### src/hdl/pwm_cfg_pkg.sv
package pwm_cfg_pkg;

  // ==========================================================================
  // command codes and widths
  // ==========================================================================
  localparam logic [7:0]  CMD_PHASE_CFG    = 8'hF5;
  localparam logic [7:0]  CMD_FREQ_SEL     = 8'h33;
  localparam int          PHASE_CFG_W      = 8;
  localparam int          FREQ_SEL_W       = 16;

  // ==========================================================================
  // reset values
  // ==========================================================================
  localparam logic [7:0]  PHASE_CFG_RST    = 8'h10;
  localparam logic [15:0] FREQ_SEL_RST     = 16'hFABC;

  // ==========================================================================
  // phase byte field positions
  // ==========================================================================
  localparam int          BIT_CH0_RANGE    = 6;
  localparam int          BIT_CH1_RANGE    = 5;
  localparam int          BIT_SHARE_EN     = 4;
  localparam int          PHASE_SEL_MSB    = 2;
  localparam logic [7:0]  PHASE_CFG_MASK   = 8'h77;

  // ==========================================================================
  // supported frequency codes
  // ==========================================================================
  localparam logic [15:0] FREQ_EXT_OSC     = 16'h0000;
  localparam logic [15:0] FREQ_250K        = 16'hF3E8;
  localparam logic [15:0] FREQ_350K        = 16'hFABC;
  localparam logic [15:0] FREQ_425K        = 16'hFB52;
  localparam logic [15:0] FREQ_500K        = 16'hFBE8;
  localparam logic [15:0] FREQ_575K        = 16'h023F;
  localparam logic [15:0] FREQ_650K        = 16'h028A;
  localparam logic [15:0] FREQ_750K        = 16'h02EE;
  localparam logic [15:0] FREQ_1000K       = 16'h03E8;

  // ==========================================================================
  // phase offsets in degrees, ch0 and ch1
  // ==========================================================================
  localparam logic [8:0]  DEG_0            = 9'h000;
  localparam logic [8:0]  DEG_60           = 9'h03C;
  localparam logic [8:0]  DEG_90           = 9'h05A;
  localparam logic [8:0]  DEG_120          = 9'h078;
  localparam logic [8:0]  DEG_180          = 9'h0B4;
  localparam logic [8:0]  DEG_240          = 9'h0F0;
  localparam logic [8:0]  DEG_270          = 9'h10E;
  localparam logic [8:0]  DEG_300          = 9'h12C;

  // ==========================================================================
  // output range limits in millivolts
  // ==========================================================================
  localparam logic [12:0] VMAX_LOW_MV      = 13'h0ABE;
  localparam logic [12:0] VMAX_CH0_HI_MV   = 13'h1000;
  localparam logic [12:0] VMAX_CH1_HI_MV   = 13'h157C;

  // ==========================================================================
  // pll relock window after a frequency change
  // ==========================================================================
  localparam int          RELOCK_TIME_US   = 100;
  localparam int          CLK_MHZ          = 40;
  localparam int          RELOCK_CYCLES    = RELOCK_TIME_US * CLK_MHZ;

  typedef enum logic [1:0] {
    SH_INIT,
    SH_RELEASED,
    SH_HELD
  } share_state_t;

endpackage

### src/hdl/share_clk_if.sv
`timescale 1ns/1ps
interface share_clk_if;
  logic share_en;
  logic vin_above_on;
  logic vin_below_off;
  logic hold_low;

  modport ctrl (output share_en, vin_above_on, vin_below_off,
                input hold_low);
  modport gate (input share_en, vin_above_on, vin_below_off,
                output hold_low);
endinterface

### src/hdl/switching_phase_freq_config.sv
// Contract
// off state means run inputs low or channels commanded off.
// phase byte write applies only when off; else ignored, busy fault.
// bits 2:0 select channel 0/1 phase offsets from sync falling edge.
// bit 6 set limits ch0 to 2.75V, clear to 4.096V.
// bit 5 set limits ch1 to 2.75V, clear to 5.5V.
// host accounts for loop gain change when range bits change.
// share enable holds pin low until above turn-on, again below off.
// share disabled: no pull low at turn-off, only at power up.
// phase command carries exactly one data byte.
// frequency code selects external oscillator or one of eight rates.
// frequency write applies only when off; else ignored, busy fault.
// frequency change when off may report pll lock lost while relocking.
// frequency command carries two bytes, 5-bit exponent, 11-bit mantissa.
// host writes zero to reserved bits 7 and 3; device ignores them.
`timescale 1ns/1ps
module switching_phase_freq_config #(
  parameter int RELOCK_CYCLES = pwm_cfg_pkg::RELOCK_CYCLES
) (
  input  wire logic        clk_sys_i,
  input  wire logic        resetn_i,
  input  wire logic [1:0]  run_i,
  input  wire logic [1:0]  cmd_on_i,
  input  wire logic        wr_i,
  input  wire logic [7:0]  wr_cmd_i,
  input  wire logic [1:0]  wr_nbytes_i,
  input  wire logic [15:0] wr_data_i,
  input  wire logic        vin_above_on_i,
  input  wire logic        vin_below_off_i,
  input  wire logic        busy_clr_i,
  output logic [7:0]       phase_cfg_o,
  output logic [15:0]      freq_sel_o,
  output logic [8:0]       ch0_phase_deg_o,
  output logic [8:0]       ch1_phase_deg_o,
  output logic [12:0]      ch0_vmax_mv_o,
  output logic [12:0]      ch1_vmax_mv_o,
  output logic             ext_osc_o,
  output logic             share_clk_o,
  output logic             share_clk_oe_o,
  output logic             busy_fault_o,
  output logic             cml_fault_o,
  output logic             pll_relock_o
);

  // ==========================================================================
  // helper functions
  // ==========================================================================
  // frequency code is one of the supported values
  function automatic logic freq_ok(input logic [15:0] c);
    unique case (c)
      pwm_cfg_pkg::FREQ_EXT_OSC, pwm_cfg_pkg::FREQ_250K,
      pwm_cfg_pkg::FREQ_350K, pwm_cfg_pkg::FREQ_425K,
      pwm_cfg_pkg::FREQ_500K, pwm_cfg_pkg::FREQ_575K,
      pwm_cfg_pkg::FREQ_650K, pwm_cfg_pkg::FREQ_750K,
      pwm_cfg_pkg::FREQ_1000K: freq_ok = 1'b1;
      default:                 freq_ok = 1'b0;
    endcase
  endfunction

  // phase pair for a select code, {ch0, ch1}
  function automatic logic [17:0] phase_pair(input logic [2:0] s);
    unique case (s)
      3'h0:    phase_pair = {pwm_cfg_pkg::DEG_0,   pwm_cfg_pkg::DEG_180};
      3'h1:    phase_pair = {pwm_cfg_pkg::DEG_90,  pwm_cfg_pkg::DEG_270};
      3'h2:    phase_pair = {pwm_cfg_pkg::DEG_0,   pwm_cfg_pkg::DEG_240};
      3'h3:    phase_pair = {pwm_cfg_pkg::DEG_0,   pwm_cfg_pkg::DEG_120};
      3'h4:    phase_pair = {pwm_cfg_pkg::DEG_120, pwm_cfg_pkg::DEG_240};
      3'h5:    phase_pair = {pwm_cfg_pkg::DEG_60,  pwm_cfg_pkg::DEG_240};
      3'h6:    phase_pair = {pwm_cfg_pkg::DEG_120, pwm_cfg_pkg::DEG_300};
      default: phase_pair = {pwm_cfg_pkg::DEG_0,   pwm_cfg_pkg::DEG_180};
    endcase
  endfunction

  // ==========================================================================
  // write decode
  // ==========================================================================
  logic is_off;
  logic wr_phase;
  logic wr_freq;
  logic phase_ok;
  logic freq_good;

  // off when every channel is stopped by pin or command
  assign is_off    = ~|(run_i & cmd_on_i);
  assign wr_phase  = wr_i && (wr_cmd_i == pwm_cfg_pkg::CMD_PHASE_CFG);
  assign wr_freq   = wr_i && (wr_cmd_i == pwm_cfg_pkg::CMD_FREQ_SEL);
  // byte counts and codes checked before anything is stored
  assign phase_ok  = (wr_nbytes_i == 2'h1)
                     && (wr_data_i[2:0] != 3'h7);
  assign freq_good = (wr_nbytes_i == 2'h2)
                     && freq_ok(wr_data_i);

  // ==========================================================================
  // configuration registers and faults
  // ==========================================================================
  logic [7:0]  phase_q;
  logic [7:0]  phase_d;
  logic [15:0] freq_q;
  logic [15:0] freq_d;
  logic        busy_q;
  logic        busy_d;
  logic        cml_q;
  logic        cml_d;
  logic [31:0] relock_q;
  logic [31:0] relock_d;

  // next values: apply only when off, flag busy otherwise
  always_comb begin
    phase_d  = phase_q;
    freq_d   = freq_q;
    busy_d   = busy_q;
    cml_d    = cml_q;
    relock_d = (relock_q != 32'h0) ? relock_q - 32'h1 : relock_q;
    if (busy_clr_i) begin
      busy_d = 1'b0;
      cml_d  = 1'b0;
    end
    if (wr_phase) begin
      if (!is_off) begin
        busy_d = 1'b1;
      end else if (!phase_ok) begin
        cml_d = 1'b1;
      end else begin
        phase_d = wr_data_i[7:0] & pwm_cfg_pkg::PHASE_CFG_MASK;
      end
    end
    if (wr_freq) begin
      if (!is_off) begin
        busy_d = 1'b1;
      end else if (!freq_good) begin
        cml_d = 1'b1;
      end else begin
        freq_d = wr_data_i;
        if (wr_data_i != freq_q) begin
          relock_d = 32'(RELOCK_CYCLES);
        end
      end
    end
  end

  // register configuration state
  always_ff @(posedge clk_sys_i or negedge resetn_i) begin
    if (!resetn_i) begin
      phase_q  <= pwm_cfg_pkg::PHASE_CFG_RST;
      freq_q   <= pwm_cfg_pkg::FREQ_SEL_RST;
      busy_q   <= 1'b0;
      cml_q    <= 1'b0;
      relock_q <= 32'h0;
    end else begin
      phase_q  <= phase_d;
      freq_q   <= freq_d;
      busy_q   <= busy_d;
      cml_q    <= cml_d;
      relock_q <= relock_d;
    end
  end

  // ==========================================================================
  // shared clock pin
  // ==========================================================================
  share_clk_if sc ();

  assign sc.share_en      = phase_q[pwm_cfg_pkg::BIT_SHARE_EN];
  assign sc.vin_above_on  = vin_above_on_i;
  assign sc.vin_below_off = vin_below_off_i;

  share_clk_gate u_gate (
    .clk_sys_i (clk_sys_i),
    .resetn_i  (resetn_i),
    .sc        (sc)
  );

  // ==========================================================================
  // decoded outputs, all registered
  // ==========================================================================
  logic [17:0] pair_d;
  logic [12:0] v0_d;
  logic [12:0] v1_d;

  // phase pair and range limits from the next phase byte, phase_d
  always_comb begin
    pair_d = phase_pair(phase_d[pwm_cfg_pkg::PHASE_SEL_MSB:0]);
    v0_d   = phase_d[pwm_cfg_pkg::BIT_CH0_RANGE]
             ? pwm_cfg_pkg::VMAX_LOW_MV
             : pwm_cfg_pkg::VMAX_CH0_HI_MV;
    v1_d   = phase_d[pwm_cfg_pkg::BIT_CH1_RANGE]
             ? pwm_cfg_pkg::VMAX_LOW_MV
             : pwm_cfg_pkg::VMAX_CH1_HI_MV;
  end

  // output flops
  always_ff @(posedge clk_sys_i or negedge resetn_i) begin
    if (!resetn_i) begin
      phase_cfg_o     <= pwm_cfg_pkg::PHASE_CFG_RST;
      freq_sel_o      <= pwm_cfg_pkg::FREQ_SEL_RST;
      ch0_phase_deg_o <= pwm_cfg_pkg::DEG_0;
      ch1_phase_deg_o <= pwm_cfg_pkg::DEG_180;
      ch0_vmax_mv_o   <= pwm_cfg_pkg::VMAX_CH0_HI_MV;
      ch1_vmax_mv_o   <= pwm_cfg_pkg::VMAX_CH1_HI_MV;
      ext_osc_o       <= 1'b0;
      share_clk_o     <= 1'b0;
      share_clk_oe_o  <= 1'b1;
      busy_fault_o    <= 1'b0;
      cml_fault_o     <= 1'b0;
      pll_relock_o    <= 1'b0;
    end else begin
      phase_cfg_o     <= phase_d;
      freq_sel_o      <= freq_d;
      ch0_phase_deg_o <= pair_d[17:9];
      ch1_phase_deg_o <= pair_d[8:0];
      ch0_vmax_mv_o   <= v0_d;
      ch1_vmax_mv_o   <= v1_d;
      ext_osc_o       <= (freq_d == pwm_cfg_pkg::FREQ_EXT_OSC);
      share_clk_o     <= 1'b0;
      share_clk_oe_o  <= sc.hold_low;
      busy_fault_o    <= busy_d;
      cml_fault_o     <= cml_d;
      pll_relock_o    <= (relock_d != 32'h0);
    end
  end

endmodule

### src/hdl/share_clk_gate.sv
`timescale 1ns/1ps
module share_clk_gate (
  input  wire logic clk_sys_i,
  input  wire logic resetn_i,
  share_clk_if.gate sc
);

  pwm_cfg_pkg::share_state_t state_q;
  pwm_cfg_pkg::share_state_t state_d;

  // ==========================================================================
  // release policy of the shared clock pin
  // ==========================================================================
  // next state: held low at power up until input rises past turn-on
  always_comb begin
    state_d = state_q;
    unique case (state_q)
      pwm_cfg_pkg::SH_INIT: begin
        if (sc.vin_above_on) begin
          state_d = pwm_cfg_pkg::SH_RELEASED;
        end
      end
      pwm_cfg_pkg::SH_RELEASED: begin
        if (sc.share_en && sc.vin_below_off) begin
          state_d = pwm_cfg_pkg::SH_HELD;
        end
      end
      pwm_cfg_pkg::SH_HELD: begin
        if (!sc.share_en) begin
          state_d = pwm_cfg_pkg::SH_RELEASED;
        end else if (sc.vin_above_on) begin
          state_d = pwm_cfg_pkg::SH_RELEASED;
        end
      end
      default: state_d = pwm_cfg_pkg::SH_INIT;
    endcase
  end

  // register state
  always_ff @(posedge clk_sys_i or negedge resetn_i) begin
    if (!resetn_i) begin
      state_q <= pwm_cfg_pkg::SH_INIT;
    end else begin
      state_q <= state_d;
    end
  end

  assign sc.hold_low = (state_d != pwm_cfg_pkg::SH_RELEASED);

endmodule

### config.mk
export PLATFORM = sky130hd
export DESIGN_NAME = switching_phase_freq_config
export DESIGN_NICKNAME = d
export VERILOG_FILES = /design/src/hdl/pwm_cfg_pkg.sv /design/src/hdl/share_clk_if.sv /design/src/hdl/switching_phase_freq_config.sv /design/src/hdl/share_clk_gate.sv
export SDC_FILE = /design/constraint.sdc
export NUM_CORES = 1
export LEC_CHECK = 0
export BUFFER_PORTS_ARGS = -buffer_cell sky130_fd_sc_hd__buf_2
export CORE_AREA = 2 2 89 91
export DETAILED_ROUTE_END_ITERATION = 6
export DIE_AREA = 0 0 91 93
export GPL_ROUTABILITY_DRIVEN = 0
export PLACE_DENSITY = 0.85
export SYNTH_ARGS = -nofsm -noshare
export SYNTH_HDL_FRONTEND = slang
export SYNTH_HIERARCHICAL = 1
export SYNTH_SLANG_ARGS = --single-unit
### constraint.sdc
create_clock -name clk_sys_i -period 8.2 [get_ports clk_sys_i]
set_clock_uncertainty 0.05 [all_clocks]
set_input_delay 0.82 -clock clk_sys_i [delete_from_list [all_inputs] [get_ports clk_sys_i]]
set_output_delay 0.82 -clock clk_sys_i [all_outputs]
set_load 0.01 [all_outputs]
-- Word level (Yosys, flattened, before mapping)
Index checks and enable logic that the tools add are counted.
- equal/unequal tests: 23
- bitwise operators: 2
- multiplexer cells: 31
- add/subtract/negate cells: 1
- reductions and logical operators: 13
- operators with widths (kind ; number):
    32-bit 2-to-1 mux ; 5
    16-bit one-hot mux with 6 select lines ; 1
    16-bit by 10-bit equality test with 1-bit output, second input constant ; 4
    16-bit equality test, second input constant ; 4
    32-bit nonzero test ; 2
    16-bit 2-to-1 mux ; 3
    16-bit logical NOT ; 2
    32-bit by 1-bit subtractor with 32-bit output, second input constant ; 1
    13-bit 2-to-1 mux ; 2
    7-bit 2-to-1 mux ; 3
    16-bit != test ; 1
    1-bit 2-to-1 mux ; 13
    3-bit equality test, second input constant ; 3
    9-bit OR reduction ; 1
    8-bit by 6-bit equality test with 1-bit output, second input constant ; 1
    8-bit equality test, second input constant ; 1
    3-bit by 2-bit equality test with 1-bit output, second input constant ; 2
    2-bit 2-to-1 mux ; 3
    2-bit one-hot mux with 3 select lines ; 1
    1-bit logical AND ; 5
    2-bit by 1-bit equality test with 1-bit output, second input constant ; 2
    2-bit equality test, second input constant ; 2
    3-bit by 1-bit equality test with 1-bit output, second input constant ; 1
    3-bit != test, second input constant ; 1
    other kinds (6) ; 6
- logic and storage cells: 84
- flip-flop bits (word level): 105
- input bits: 36
- output and inout port bits: 74

-- Depth between registers and ports, before layout
- depth in word-level cells: 8
- depth in mapped cells: 10

-- Hierarchy
Netlist, hierarchy kept.
- by module, submodules not included (module ; sequential area each (µm²) ; times used ; cells each ; area each (µm²)):
    switching_phase_freq_config ; 1850.5 ; 1 ; 424 ; 4155.2
    share_clk_gate ; 50.0 ; 1 ; 11 ; 110.1

-- Worst setup path after synthesis
OpenSTA, ideal clock, no wires.
- kind: input -> register
- from: in wr_data_i[2]
- to: reg freq_sel_o[8]
- slack: 5.037 ns
- stages on the path: 8
- arrival time: 2.988 ns
- library setup time: 0.125 ns
- data required time: 8.025 ns
- path through: buf_6 -> or4_4 -> or4_4 -> nor3_2 -> o21ai_2 -> a21oi_4 -> buf_4 -> mux2_2
- longest elaborated chain between the ends: 7
- elaborated cells between the ends (all ways): 15
- those cells by class: 8 x eq/ne; 4 x mux; 3 x reduce/logical
- ends and longest elaborated chain (element ; RTL line ; source):
    from (decl) ; switching_phase_freq_config.sv:27 ; input wire logic [15:0] wr_data_i,
    16-bit equality test, or another cell as far along ; switching_phase_freq_config.sv:50 ; unique case (c)
    9-bit OR reduction (*) ; switching_phase_freq_config.sv:50 ;
    1-bit 2-to-1 mux (*) ; switching_phase_freq_config.sv:50 ;
    1-bit logical AND (*) ; switching_phase_freq_config.sv:91 ; && freq_ok(wr_data_i);
    16-bit 2-to-1 mux (*) ; switching_phase_freq_config.sv:130 ; end else if (!freq_good) begin
    16-bit 2-to-1 mux (*) ; switching_phase_freq_config.sv:128 ; if (!is_off) begin
    16-bit 2-to-1 mux (*) ; switching_phase_freq_config.sv:127 ; if (wr_freq) begin
    net freq_d[8] ; switching_phase_freq_config.sv:99 ; logic [15:0] freq_d;
    to (signal assigned) ; switching_phase_freq_config.sv:195 ; freq_sel_o <= pwm_cfg_pkg::FREQ_SEL_RST;
    to (signal assigned) ; switching_phase_freq_config.sv:208 ; freq_sel_o <= freq_d;
    to (decl) ; switching_phase_freq_config.sv:32 ; output logic [15:0] freq_sel_o,
Mark *: on every way through the listed nets, which the timed path passes. The rest lies on a longest branch.
A chain may end at the register's enable or synchronous reset.

-- Worst setup path in the final report
- from: reg relock_q[0]
- to: reg pll_relock_o
- longest elaborated chain between the ends: 7
- elaborated cells between the ends (all ways): 8
- those cells by class: 1 x add/sub; 5 x mux; 2 x reduce/logical
- ends and longest elaborated chain (element ; RTL line ; source):
    from (decl) ; switching_phase_freq_config.sv:104 ; logic [31:0] relock_q;
    from (signal assigned) ; switching_phase_freq_config.sv:154 ; relock_q <= relock_d;
    32-bit by 1-bit subtractor with 32-bit output or 32-bit nonzero test (tied branches) ; switching_phase_freq_config.sv:113 ; relock_d = (relock_q != 32'h0) ? relock_q - 32'h1 : relock_q;
    32-bit 2-to-1 mux (*) ; switching_phase_freq_config.sv:113 ;
    32-bit 2-to-1 mux ; switching_phase_freq_config.sv:134 ; if (wr_data_i != freq_q) begin
    32-bit 2-to-1 mux ; switching_phase_freq_config.sv:130 ;
    32-bit 2-to-1 mux ; switching_phase_freq_config.sv:128 ;
    32-bit 2-to-1 mux (*) ; switching_phase_freq_config.sv:127 ;
    32-bit nonzero test (*) ; switching_phase_freq_config.sv:218 ; pll_relock_o <= (relock_d != 32'h0);
    to (signal assigned) ; switching_phase_freq_config.sv:218 ;
    to (decl) ; switching_phase_freq_config.sv:42 ; output logic pll_relock_o
Every way passes the cells marked *; elsewhere a longest branch is shown, timed or not.

==> impl_metrics.tcl <==
set metrics [dict create \
    p_int_mw 0.505 \
    yosysMostFrequentCell "dfrtp_1" \
    wl_met3_microns 629 \
    seq_area_frac_synth_pct 44.6 \
    ios 110 \
    synth-edff-count 0 \
    syn2layout_area_growth_pct 12.8 \
    ant_nets 0 \
    start_kind "flop" \
    syn_area_per_cell_sq_um 9.81 \
    cp.arrival_ns 3.43 \
    ys_async_sr_fraction_pct 100 \
    wire_per_inst_microns 15.7 \
    fin_crit_ns 3.27 \
    tns_ns 0 \
    worst_setup_path_end_kind "flop" \
    remaining_drc_errors 0 \
    post_cts_resized 0 \
    ys.flop_type "dfrtp_1" \
    grt_pass1_wl_microns 16000 \
    stdcell_area_sq_um 4810 \
    switching_share_pct 25.6 \
    grtUsageTotal_pct 23.6 \
    ys_ff_latch 75 \
    core_sq_um 7530 \
    drive_above_1_share_pct 30.0 \
    p_comb_share_pct 5.8 \
    worstPathRequired_ns 8.36 \
    p_per_area_nw_per_um2 141 \
    fin_crit_sh_pct 39.8 \
    outcome "completed" \
    power.leakage_nw 2.10 \
    die_y_microns 93 \
    peakVddDrop_v 0.0000626 \
    synth_cell_type_count 58 \
    via_count 3558 \
    highest_layer "met4" \
    cts_max_level 3 \
    reg2reg_depth 9 \
    pwr-share-clk_pct 39.3 \
    crit_fanout 9 \
    setup_viol_count_final 0 \
    port_buffers 93 \
    drv_cap 0 \
    die_w_microns 91 \
    hold_path_class "reg -> reg" \
    seqPwrFrac_pct 54.9 \
    netlist_instances 435 \
    hold_viol 0 \
    antenna_found_initial 0 \
    grt_pass1_vias 3462 \
    rsz0062_at_grt "no" \
    crit_start "relock_q[0]$_DFF_PN0_" \
    yosys_warnings 6 \
    cts_max_path_buffers 2 \
    synthTopCellsByCount "56 x dfrtp_1, 43 x nor2_1, 34 x buf_4" \
    fp.dieArea_sq_um 8460 \
    rr_endpoint "pll_relock_o$_DFF_PN0_" \
    synth_top_area_share_pct 32.9 \
    start_util_pct 56.7 \
    drv_slew 0 \
    cts.sinks 75 \
    worst_slew_pin_slew_ns 0.924 \
    drt_pass1_iterations 4 \
    grt_overflow 0 \
    fmaxAchievable_mhz 306 \
    fin_nets 550 \
    drt_first_iter_violations 213 \
    tritoncts "yes" \
    hpwl_microns 7170 \
    path_clk_slew_ns 0.08 \
    critPathCapture "pll_relock_o$_DFF_PN0_" \
    p_sw_mw 0.174 \
    ys_top_cells_by_area "dfrtp_1 33%, dfstp_2 12%, buf_4 6.0%" \
    synthesis.area_sq_um 4270 \
    cts.root.buffer_cell "clkbuf_8" \
    rows 32 \
    postCtsHoldBufs 0 \
    insertion_delay_ns 0.36 \
    wl_met2_microns 4870 \
    cts_setup_buffers 0 \
    numCtsBuffers 9 \
    relSlewSlack_pct 38.4 \
    r2r_start "relock_q[0]$_DFF_PN0_" \
    grt_start_max_net_pins 76 \
    path_class "reg -> reg" \
    yosysTopAreaCell "dfrtp_1" \
    wirelength_microns 9710 \
    placed_cell_area_sq_um 4630 \
    wl_met1_microns 3870 \
    vias_per_cell 5.76 \
    r2r_slack_ns 4.93 \
    antenna_cells 0 \
]
kinds of logic (layout without fill, tap and decap cells):
family	after synthesis	after routing	share of synthesized area, %
flops	75	75	44.6
xor+xnor	41	41	8.42
mux	18	18	4.61
simple gates	186	186	25.0
compound gates	50	50	7.86
other cells	2	16	0.176
fa+ha+maj	3	3	0.880
buf+inv	60	127	8.54
layout make-up:
cell class	count	area [sq um]
Fill cell	607	2720
Multi-Input combinational cell	314	2060
Sequential cell	75	1900
Timing Repair Buffer	95	480
Clock buffer	10	138
Tap cell	102	128
Inverter	16	60.1
Clock inverter	6	48.8
critical path: stages (launching register included):
cell and delay [ns]:
dfrtp_1 0.45, inv_1 0.16, ha_1 0.34, nor4b_1 0.58, and3_1 0.33, o211ai_1 0.20, nor4_1 0.27, xor2_1 0.17
a2111oi_0 0.42, nand4b_1 0.14
worst min path at each step:
stage               depth (start not counted)  slack [ns]                       end                         from
floorplan                                   1        0.43  share_clk_oe_o$_DFF_PN1_  u_gate/state_q[0]$_DFF_PN0_
global placement                            1        0.44    busy_fault_o$_DFF_PN0_       busy_fault_o$_DFF_PN0_
detailed placement                          1        0.44    busy_fault_o$_DFF_PN0_       busy_fault_o$_DFF_PN0_
CTS                                         1        0.46    busy_fault_o$_DFF_PN0_       busy_fault_o$_DFF_PN0_
global route                                1        0.50  share_clk_oe_o$_DFF_PN1_  u_gate/state_q[0]$_DFF_PN0_
finish                                      1        0.45    busy_fault_o$_DFF_PN0_       busy_fault_o$_DFF_PN0_
cell usage in the layout, fill, tap and decap left out, drive strengths merged, types with 3 or more instances in the layout:
cell type  Yosys  final
nand2b         6      6
clkbuf         6     10
and4           3      3
nor2b          6      6
nor4b          6      6
or4            8      8
buf           38     95
o211ai         5      5
nand3         19     19
and4b          4      4
ha             3      3
xor2          29     29
xnor2         12     12
mux2          13     13
mux2i          5      5
clkinvlp       0      3
inv           16     18
nand2         20     20
nand4         11     11
nor4          18     18
o21ai         16     16
conb           2     16
dfrtp         56     56
or3            8      8
nor2          43     43
a21oi         10     10
dfstp         19     19
and3           6      6
nor3          14     14
a31oi          3      3
state kept, by name, indices dropped and copies added, names as in the netlist, 2 cells and up:
signal / cells
freq_sel_o: 16
ch1_phase_deg_o: 7
relock_q: 32
u_gate/state_q: 2
ch0_phase_deg_o: 5
ch0_vmax_mv_o: 2
phase_cfg_o: 5
stage by stage:
stage	power [mW]	std cells	setup slack (ns)	hold slack, ns	utilization, %
after floorplan	0.402	449	5.04	0.430	-
after global placement	0.418	602	4.85	0.438	61.5
after detailed placement	0.419	602	4.80	0.436	61.5
after CTS	0.685	618	4.94	0.455	63.9
after global routing	0.706	618	4.66	0.505	63.9
final	0.679	618	4.93	0.452	63.9
per-layer routing:
metal | track usage [%] | vias up
li1 | - | 1673
met1 | 27.5 | 1685
met2 | 40.7 | 169
met3 | 5.16 | 31
met4 | 12.9 | 0
met5 | 0 | -
power by group through the flow:
stage                     clock (mW)  combinational [mW]  sequential (mW)
after floorplan                    0              0.0220            0.380
after CTS                      0.272              0.0399            0.372
final                          0.267              0.0397            0.372
after global routing           0.289              0.0443            0.373
after detailed placement           0              0.0397            0.379
after global placement             0              0.0386            0.379
(Power assumes the default switching activity.)
